===== src/rtl/abx_params.svh =====
// Constants for the add and bit-set execute unit
`ifndef ABX_PARAMS_SVH
`define ABX_PARAMS_SVH
`define ABX_OP_ADD_LIT 6'h1c
`define ABX_OP_ADD_REG 6'h07
`define ABX_OP_AND_LIT 6'h1b
`define ABX_OP_AND_REG 6'h05
`define ABX_OP_CLR_BIT 5'h08
`define ABX_OP_SET_BIT 5'h09
`define ABX_REG_LAST 7'h5f
`define ABX_BREG_LAST 6'h3f
`define ABX_ACC_RESET 8'h00
`define ABX_REG_RESET 8'h00
`endif


===== src/rtl/abx_pkg.sv =====
// Types for the add and bit-set execute unit
package abx_pkg;
  typedef enum logic [2:0] {
    ABX_NONE, ABX_ADD_LIT, ABX_ADD_REG, ABX_AND_LIT, ABX_AND_REG,
    ABX_CLR_BIT, ABX_SET_BIT
  } abx_op_e;
  typedef logic [13:0] abx_word_t;
  typedef logic [7:0] abx_byte_t;
endpackage


===== src/rtl/abx_dec_if.sv =====
// Decoded instruction fields passed from decoder to executer
`timescale 1ns/1ps
`default_nettype none
interface abx_dec_if;
  import abx_pkg::*;
  abx_op_e op;
  logic dest;
  logic [6:0] addr;
  logic [2:0] bitIdx;
  abx_byte_t lit;
  modport dec (output op, dest, addr, bitIdx, lit);
  modport exe (input op, dest, addr, bitIdx, lit);
endinterface
`default_nettype wire


===== src/rtl/abx_exec_unit.sv =====
// Add, AND and bit clear/set execute unit with register file
// Function
// RULE1: Instructions decode as 14-bit words: opcode then operand fields.
// RULE2: Add literal to accumulator in one cycle, updating all flags.
// RULE3: Add accumulator and register 00h..5Fh in one cycle, all flags.
// RULE4: Destination bit 0 writes accumulator, 1 writes the register.
// RULE5: AND literal with accumulator into accumulator, zero flag only.
// RULE6: AND accumulator with register, route by destination, zero flag only.
// RULE7: Clear selected bit of register 00h..3Fh, flags unchanged.
// RULE8: Set selected bit of register 00h..3Fh, flags unchanged.
// RULE9: Carry from bit 7, half carry from bit 3, zero on zero result.
`timescale 1ns/1ps
`default_nettype none
`include "abx_params.svh"
module abx_exec_unit
  import abx_pkg::*;
(
  // Clock and reset
  input wire logic clock,
  input wire logic rst,
  // Instruction, one per cycle
  input wire logic instrValid,
  input wire abx_word_t instr,
  // Architectural state
  output logic [7:0] acc,
  output logic carryFlag,
  output logic halfCarryFlag,
  output logic zeroFlag,
  // Register file read-back
  input wire logic [6:0] peekAddr,
  output logic [7:0] peekData,
  // Decode status
  output logic illegal
);
  abx_dec_if dIf();
  abx_byte_t acc_r;
  logic carry_r, half_r, zero_r;
  abx_byte_t regFile [0:95];
  abx_byte_t peek_r;
  abx_byte_t operand, result;
  logic [8:0] sum;
  logic [4:0] lowSum;
  logic addrOk, doOp, wrAcc, wrReg, wrArith, wrZero;

  abx_decoder uDec (
    .instr(instr),
    .d(dIf.dec)
  );

  function automatic logic is_add(input abx_op_e op);
    is_add = (op == ABX_ADD_LIT) || (op == ABX_ADD_REG);
  endfunction

  function automatic logic is_bitop(input abx_op_e op);
    is_bitop = (op == ABX_CLR_BIT) || (op == ABX_SET_BIT);
  endfunction

  // Address range checks; see RULE3 see RULE7
  always_comb begin
    addrOk = 1'b1;
    if (dIf.op == ABX_ADD_REG || dIf.op == ABX_AND_REG) begin
      addrOk = dIf.addr <= `ABX_REG_LAST;
    end else if (is_bitop(dIf.op)) begin
      addrOk = dIf.addr[5:0] <= `ABX_BREG_LAST;
    end
  end

  assign doOp = instrValid && (dIf.op != ABX_NONE) && addrOk;
  assign illegal = instrValid && !doOp;

  always_comb begin
    operand = regFile[dIf.addr];
    if (dIf.op == ABX_ADD_LIT || dIf.op == ABX_AND_LIT) begin
      operand = dIf.lit;
    end
  end

  // Carry out of bit 7 and bit 3; see RULE9
  assign sum = {1'b0, acc_r} + {1'b0, operand};
  assign lowSum = {1'b0, acc_r[3:0]} + {1'b0, operand[3:0]};

  always_comb begin
    result = operand;
    case (dIf.op)
      ABX_ADD_LIT, ABX_ADD_REG: result = sum[7:0];
      ABX_AND_LIT, ABX_AND_REG: result = acc_r & operand;
      ABX_CLR_BIT: result = operand & ~(8'h01 << dIf.bitIdx);
      ABX_SET_BIT: result = operand | (8'h01 << dIf.bitIdx);
      default: result = operand;
    endcase
  end

  // Destination routing; see RULE4
  always_comb begin
    wrAcc = 1'b0;
    wrReg = 1'b0;
    case (dIf.op)
      ABX_ADD_LIT, ABX_AND_LIT: wrAcc = doOp;
      ABX_ADD_REG, ABX_AND_REG: begin
        wrAcc = doOp && !dIf.dest;
        wrReg = doOp && dIf.dest;
      end
      ABX_CLR_BIT, ABX_SET_BIT: wrReg = doOp;
      default: begin
        wrAcc = 1'b0;
        wrReg = 1'b0;
      end
    endcase
  end

  assign wrArith = doOp && is_add(dIf.op);
  assign wrZero = doOp && !is_bitop(dIf.op);

  // Accumulator; see RULE2 see RULE5
  always_ff @(posedge clock or posedge rst) begin
    if (rst) begin
      acc_r <= `ABX_ACC_RESET;
    end else if (wrAcc) begin
      acc_r <= result;
    end
  end

  // Carry flags only on adds; see RULE2 see RULE3 see RULE9
  always_ff @(posedge clock or posedge rst) begin
    if (rst) begin
      carry_r <= 1'b0;
      half_r <= 1'b0;
    end else if (wrArith) begin
      carry_r <= sum[8];
      half_r <= lowSum[4];
    end
  end

  // Zero flag on add and AND, never on bit ops; see RULE5 see RULE6
  always_ff @(posedge clock or posedge rst) begin
    if (rst) begin
      zero_r <= 1'b0;
    end else if (wrZero) begin
      zero_r <= (result == 8'h00);
    end
  end

  // Register file write; see RULE4 see RULE7 see RULE8
  genvar gi;
  generate
    for (gi = 0; gi < 96; gi++) begin : gReg
      always_ff @(posedge clock or posedge rst) begin
        if (rst) begin
          regFile[gi] <= `ABX_REG_RESET;
        end else if (wrReg && dIf.addr == 7'(gi)) begin
          regFile[gi] <= result;
        end
      end
    end
  endgenerate

  always_ff @(posedge clock or posedge rst) begin
    if (rst) begin
      peek_r <= 8'h00;
    end else if (peekAddr <= `ABX_REG_LAST) begin
      peek_r <= regFile[peekAddr];
    end else begin
      peek_r <= 8'h00;
    end
  end

  assign acc = acc_r;
  assign carryFlag = carry_r;
  assign halfCarryFlag = half_r;
  assign zeroFlag = zero_r;
  assign peekData = peek_r;

  property p_add_flags;
    @(posedge clock) disable iff (rst)
    wrArith |=> carryFlag == $past(sum[8])
      && halfCarryFlag == $past(lowSum[4]);
  endproperty
  a_add_flags: assert property (p_add_flags) // see RULE9
    else $error("add flags wrong");

  property p_add_lit;
    @(posedge clock) disable iff (rst)
    doOp && dIf.op == ABX_ADD_LIT |=>
      acc == 8'($past(acc) + $past(dIf.lit));
  endproperty
  a_add_lit: assert property (p_add_lit) // see RULE2
    else $error("literal add wrong");

  property p_add_reg_range;
    @(posedge clock) disable iff (rst)
    instrValid && dIf.op == ABX_ADD_REG && dIf.addr > `ABX_REG_LAST
      |-> illegal;
  endproperty
  a_add_reg_range: assert property (p_add_reg_range) // see RULE3
    else $error("out of range add accepted");

  property p_dest_zero;
    @(posedge clock) disable iff (rst)
    doOp && dIf.op == ABX_ADD_REG && !dIf.dest |=> acc == $past(sum[7:0]);
  endproperty
  a_dest_zero: assert property (p_dest_zero) // see RULE4
    else $error("dest 0 not to accumulator");

  property p_and_lit;
    @(posedge clock) disable iff (rst)
    doOp && dIf.op == ABX_AND_LIT |=>
      acc == ($past(acc) & $past(dIf.lit)) && $stable(carryFlag)
      && zeroFlag == (acc == 8'h00);
  endproperty
  a_and_lit: assert property (p_and_lit) // see RULE5
    else $error("literal AND wrong");

  property p_and_reg_dest1;
    @(posedge clock) disable iff (rst)
    doOp && dIf.op == ABX_AND_REG && dIf.dest |=>
      $stable(acc) && $stable(halfCarryFlag);
  endproperty
  a_and_reg_dest1: assert property (p_and_reg_dest1) // see RULE6
    else $error("AND to register touched accumulator");

  property p_clr_bit;
    @(posedge clock) disable iff (rst)
    doOp && dIf.op == ABX_CLR_BIT |=>
      $stable(zeroFlag) && $stable(carryFlag) && $stable(acc);
  endproperty
  a_clr_bit: assert property (p_clr_bit) // see RULE7
    else $error("bit clear changed flags");

  property p_set_bit;
    @(posedge clock) disable iff (rst)
    doOp && dIf.op == ABX_SET_BIT |->
      result[dIf.bitIdx] && $countones(result ^ operand) <= 1;
  endproperty
  a_set_bit: assert property (p_set_bit) // see RULE8
    else $error("bit set wrong");

  property p_decode;
    @(posedge clock) disable iff (rst)
    instr[13:8] == `ABX_OP_ADD_LIT |-> dIf.op == ABX_ADD_LIT;
  endproperty
  a_decode: assert property (p_decode) // see RULE1
    else $error("decode wrong");
endmodule
`default_nettype wire


===== src/rtl/abx_decoder.sv =====
// Instruction decoder for the execute unit
`timescale 1ns/1ps
`default_nettype none
`include "abx_params.svh"
module abx_decoder
  import abx_pkg::*;
(
  // Instruction
  input wire abx_word_t instr,
  // Decoded fields
  abx_dec_if.dec d
);
  always_comb begin
    // 14-bit word: opcode then operand fields; see RULE1
    d.lit = instr[7:0];
    d.dest = instr[7];
    d.bitIdx = instr[8:6];
    d.addr = instr[6:0];
    d.op = ABX_NONE;
    if (instr[13:8] == `ABX_OP_ADD_LIT) begin
      d.op = ABX_ADD_LIT;
    end else if (instr[13:8] == `ABX_OP_AND_LIT) begin
      d.op = ABX_AND_LIT;
    end else if (instr[13:8] == `ABX_OP_ADD_REG) begin
      d.op = ABX_ADD_REG;
    end else if (instr[13:8] == `ABX_OP_AND_REG) begin
      d.op = ABX_AND_REG;
    end else if (instr[13:9] == `ABX_OP_CLR_BIT) begin
      d.op = ABX_CLR_BIT;
      d.addr = {1'b0, instr[5:0]};
    end else if (instr[13:9] == `ABX_OP_SET_BIT) begin
      d.op = ABX_SET_BIT;
      d.addr = {1'b0, instr[5:0]};
    end
  end
endmodule
`default_nettype wire


===== config.mk =====
export PLATFORM = sky130hd
export DESIGN_NAME = abx_exec_unit
export DESIGN_NICKNAME = d
export VERILOG_FILES = /design/src/rtl/abx_pkg.sv /design/src/rtl/abx_dec_if.sv /design/src/rtl/abx_exec_unit.sv /design/src/rtl/abx_decoder.sv
export VERILOG_INCLUDE_DIRS = /design/src /design/src/rtl
export SDC_FILE = /design/constraint.sdc
export NUM_CORES = 2
export LEC_CHECK = 0
export BUFFER_PORTS_ARGS = -buffer_cell sky130_fd_sc_hd__buf_2
export CORE_ASPECT_RATIO = 1.1
export CORE_MARGIN = 3
export CORE_UTILIZATION = 44
export DETAILED_ROUTE_END_ITERATION = 12
export PLACE_DENSITY = 0.58
export SLEW_MARGIN = 20
export SYNTH_ARGS = -nofsm -noshare
export SYNTH_HDL_FRONTEND = slang
export SYNTH_SLANG_ARGS = --single-unit

===== constraint.sdc =====
create_clock -name clock -period 48.2 [get_ports clock]
set_input_delay 7.23 -clock clock [delete_from_list [all_inputs] [get_ports clock]]
set_output_delay 7.23 -clock clock [all_outputs]
set_load 0.1 [all_outputs]

## Word level (Yosys, flattened, before mapping)

Cells that the tools add are included.
Widths: inputs -> output; s select.

- Mux-type cells: 25
- $add $sub $neg: 2
- Equality and inequality tests: 107
- Order comparisons: 5
- Reduce and logical (&&, ||, !) cells: 118
- Bitwise gates (word level): 6
- Shift operators: 1

Operators by type and width:

| operator | number |
|---|---|
| $eq 7x6->1 const B | 32 |
| $eq 7x7->1 const B | 32 |
| $bmux 8 s7 | 2 |
| $eq 7x5->1 const B | 16 |
| $logic_and 1x1->1 | 103 |
| $eq 7x4->1 const B | 8 |
| $mux 8 | 6 |
| $mux 7 | 6 |
| $pmux 8 s4 | 1 |
| $eq 7x3->1 const B | 4 |
| $mux 3 | 6 |
| $and 8x8->8 | 2 |
| $ge 8x8->1 const B | 2 |
| $not 7->8 | 2 |
| $eq 7x2->1 const B | 2 |
| $le 7x7->1 const B | 2 |
| $eq 6x3->1 const B | 2 |
| $eq 6x5->1 const B | 2 |
| $eq 5x4->1 const B | 2 |
| $reduce_or 2->1 | 5 |
| $add 8x8->9 | 1 |
| $eq 3x3->1 const B | 3 |
| $logic_not 8->1 | 1 |
| $not 8->8 | 1 |
| other kinds (13) | 21 |

- Bits in registers: 787
- Input port bits: 24
- Logic and storage cells: 365
- Output and inout bits: 20

## Logic depth before layout (Yosys ltp)

- Word-level depth: 15
- Depth in mapped cells: 23
- Depth with buffers taken out: 16

## Cells and area by module

Synthesis repeated with hierarchy kept, for this count alone.

- Cell total of the unflattened synthesis: 3543
- Area total of the unflattened synthesis: 41513.6 µm²

By module, submodules not included:

| module | area an instance (µm²) | times used | cells an instance | seq. area each (µm²) |
|---|---|---|---|---|
| abx_exec_unit | 41257.1 | 1 | 3511 | 19693.9 |
| abx_decoder | 256.5 | 1 | 32 | 0.0 |

## Least setup slack after synthesis

Ideal clock, no wire load.

- Path type: input -> output
- Start: in instr[13]
- End: out illegal
- Setup slack: 31.927 ns
- Cell stages on the path: 7
- Arrival: 9.043 ns
- Required time: 40.970 ns
- Path buffers: 2
- Cells stage by stage: buf_2 -> or4b_1 -> buf_2 -> nand3_1 -> o21ai_1 -> or2_2 -> and2_1

- Word-level cells in the longest chain between the ends: 14
- Elaborated cells between the ends (all ways): 33
- Those cells by class: order compare: 2; eq/ne: 10; mux: 14; reduce/logical: 7

RTL lines:

| item | RTL line | text |
|---|---|---|
| start, declared | abx_exec_unit.sv:23 | `input wire abx_word_t instr,` |
| parallel branches: the longest is 11 deep, another holds $le 7x7->1 | -- |  |
| $logic_and 1x1->1 (*) | abx_exec_unit.sv:68 | `assign doOp = instrValid && (dIf.op != ABX_NONE) && addrOk;` |
| $logic_not 1->1 (*) | abx_exec_unit.sv:69 | `assign illegal = instrValid && !doOp;` |
| $logic_and 1x1->1 (*) | abx_exec_unit.sv:69 |  |
| end, declared | abx_exec_unit.sv:33 | `output logic illegal` |

Mark *: on every way between the ends.

## Worst setup path after layout

Ends and elaborated chain as after synthesis.

==> flow_summary.json <==
{
  "status": "finished, final reports clean",
  "ys_ff_latch": 787,
  "switchingPower_w": 0.0003996,
  "clock_power_share": 0.470,
  "p_comb_frac": 0.091,
  "worstPathArrival_ns": 9.21,
  "post-cts-setup-buffers": 0,
  "die_w_um": 302.1,
  "numClockSinks": 787,
  "hold_path.class": "reg2reg",
  "finalNetCount": 3454,
  "met1_usage": 0.3884,
  "avgSynthCellArea_um2": 11.87,
  "fmax_mhz": 60.82,
  "ys.warnings.count": 0,
  "power_density_nw_per_um2": 32.77,
  "gp_congestion": 0.8917,
  "finalHoldViolations": 0,
  "core_area_um2": 94930,
  "hpwlAfterDp_um": 90010,
  "grt_max_degree": 167,
  "grt_pass1_vias": 29690,
  "top_usage_layer": "met2",
  "fin_crit_ns": 16.44,
  "drc": 0,
  "clkTransAtPathRegs_ns": 0.06,
  "gr-usage-met3": 0.05386,
  "dpl_worst_slack_ns": 31.79,
  "areaGrowthSynthToFinish_pct": 8.911,
  "worstSetupPathType": "in2out",
  "routed_wl_um": 139200,
  "clockBufferDepth": 3,
  "antenna_found_initial": 5,
  "first_iter_violations": 3102,
  "grt_pass1_wl_um": 207900,
  "hold_slack_ns": 0.4946,
  "worstMarginPinSlew_ns": 1.292,
  "clock-skew-final_ns": 0.03026,
  "num_rows": 118,
  "setup_violations": 0,
  "vias": 30230,
  "vias_per_cell": 6.362,
  "peakVddDrop_v": 0.00003177,
  "grt_usage": 0.2798,
  "routedWlPerCell_um": 29.30,
  "die_area_um2": 100200,
  "syn_area_um2": 42430,
  "ys.flop_type": "dfrtp_1",
  "ioPinCount": 44,
  "ctsHoldBuffers": 0,
  "synth_seq_area_share": 0.4641,
  "portBuffers": 43,
  "dpl_cell_area_um2": 43170,
  "p_int_w": 0.001115,
  "synth_most_common_cell": "dfrtp_1",
  "startpoint_type": "input pin",
  "h-tree-depth": 3,
  "die_h_um": 331.7,
  "p_leak_nw": 19.66,
  "fin_area_um2": 46210,
  "cts_resized": 0,
  "num_antenna_cells": 0,
  "grt_overflow": 0,
  "grtUsageMet2": 0.4323,
  "cts_tree": "done",
  "cts_root_buf": "clkbuf_16",
  "synth_area_leaders": "dfrtp_1 (46%), mux4_2 (22%), o21ai_0 (6.2%), nand2_1 (5.3%), mux2_2 (5.2%)",
  "ant_nets": 0,
  "power_frac_seq": 0.439,
  "period_share": 0.3411,
  "p_sw_frac": 0.2639,
  "async_flop_share": 1.000,
  "drive_gt1_frac": 0.2635,
  "max_cap_viol_count": 0,
  "rsz0062_at_grt": "false",
  "yosysUniqueCellTypes": 86,
  "first_pass_iters": 8,
  "synth_cells": 3575,
  "yosysTopAreaCellShare": 0.4641,
  "drv_slew": 0,
  "synth_edf_count": 0,
  "syn-num-nets": 3608,
  "yosys-top-cells-count": "dfrtp_1 (787), nand2_1 (600), o21ai_0 (526)",
  "worst-path-max-fanout": 10,
  "required_ns": 40.97,
  "worst_slack_ns": 31.76,
  "setup_tns_ns": 0,
  "synth_top_area_cell": "dfrtp_1",
  "clock_latency_ns": 0.68,
  "cp-end-kind": "output port",
  "relSlewSlack": 0.1355,
  "initial_core_util": 0.4470,
  "cts_inserted_buffers": 92
}
through the flow:
stage                 util  power [W]  std cells
floorplan                -  0.0007703       3575
global placement    0.4545  0.0008135       4586
detailed placement  0.4547  0.0008141       4587
CTS                 0.4867   0.001524       4752
global route        0.4868   0.001561       4752
finish              0.4868   0.001514       4752
power by group through the flow:
stage	logic (W)	clock network [W]	registers [W]
2_1_floorplan	0.0000843	0	0.000686
3_3_place_gp	0.000137	0	0.000677
3_5_place_dp	0.000137	0	0.000677
4_1_cts	0.000137	0.000722	0.000665
5_1_grt	0.000146	0.000750	0.000665
6_report	0.000138	0.000712	0.000665
layer usage:
layer / wire (um) / vias to the layer above
met5: 13 / -
met3: 11700 / 316
met2: 64910 / 1333
met4: 6393 / 2
li1: - / 12940
met1: 56230 / 15640
state kept, by name, indices dropped and copies added, names as in the netlist:
| signal | cells |
|---|---|
| regFile | 768 |
| acc | 8 |
| peekData | 8 |
| carryFlag | 1 |
| halfCarryFlag | 1 |
| zeroFlag | 1 |
area by class of cell:
class / count / area [um^2]
Inverter: 23 / 93.84
Clock buffer: 132 / 2688
Multi-Input combinational cell: 2401 / 20950
Tap cell: 1260 / 1577
Clock inverter: 33 / 354.1
Timing Repair Buffer: 116 / 857.1
Fill cell: 8496 / 48720
Sequential cell: 787 / 19690
final timing paths:
path | from | to | slack, ns | cells past startpoint
worst max-delay path | instr[13] | illegal | 31.76 | 7
worst min-delay path | regFile[175] | regFile[175] | 0.49 | 2
worst max register to register | regFile[672] | zeroFlag | 42.19 | 17
worst min register to register | regFile[175] | regFile[175] | 0.49 | 2
max in group asynchronous | rst | regFile[46] | 38.25 | 5
min in group asynchronous | rst | regFile[417] | 6.77 | 2
cells by family after synthesis:
group | share of synthesized area
adder cells (fa/ha/maj) | 0.002831
multiplexers | 0.2924
flip-flops | 0.4641
AND/OR/NAND/NOR | 0.09377
AO/OA/AOI/OAI | 0.1018
buffers and inverters | 0.04402
XOR/XNOR | 0.001032
critical path, stage by stage:
cell	delay, ns
buf_2	0.16
or4b_1	0.69
nand3_1	0.18
o21ai_1	0.15
or2_2	0.35
and2_1	0.17
buf_2	0.28
placed cells by master (no fill, tap or decap), drive strengths merged, types with 4 or more instances in the layout:
master and count:
inv 25, a22oi 33, a21o 7, nor4 8, nor2 100, and3 9
o21ai 563, mux2 197, dfrtp 787, nand3 57, a211oi 4, a21oi 56
xnor2 4, a221oi 8, mux2i 93, and2 6, nor3 19, bufinv 6
o211ai 4, a32oi 5, ha 8, a211o 5, nand2 602, nor2b 12
o31a 5, clkinv 23, nand4 41, buf 115, mux4 411, o22ai 16
a31oi 18, or2 22, o2111ai 8, nand2b 23, clkbuf 133, a22o 5
(Power assumes the default switching activity.)
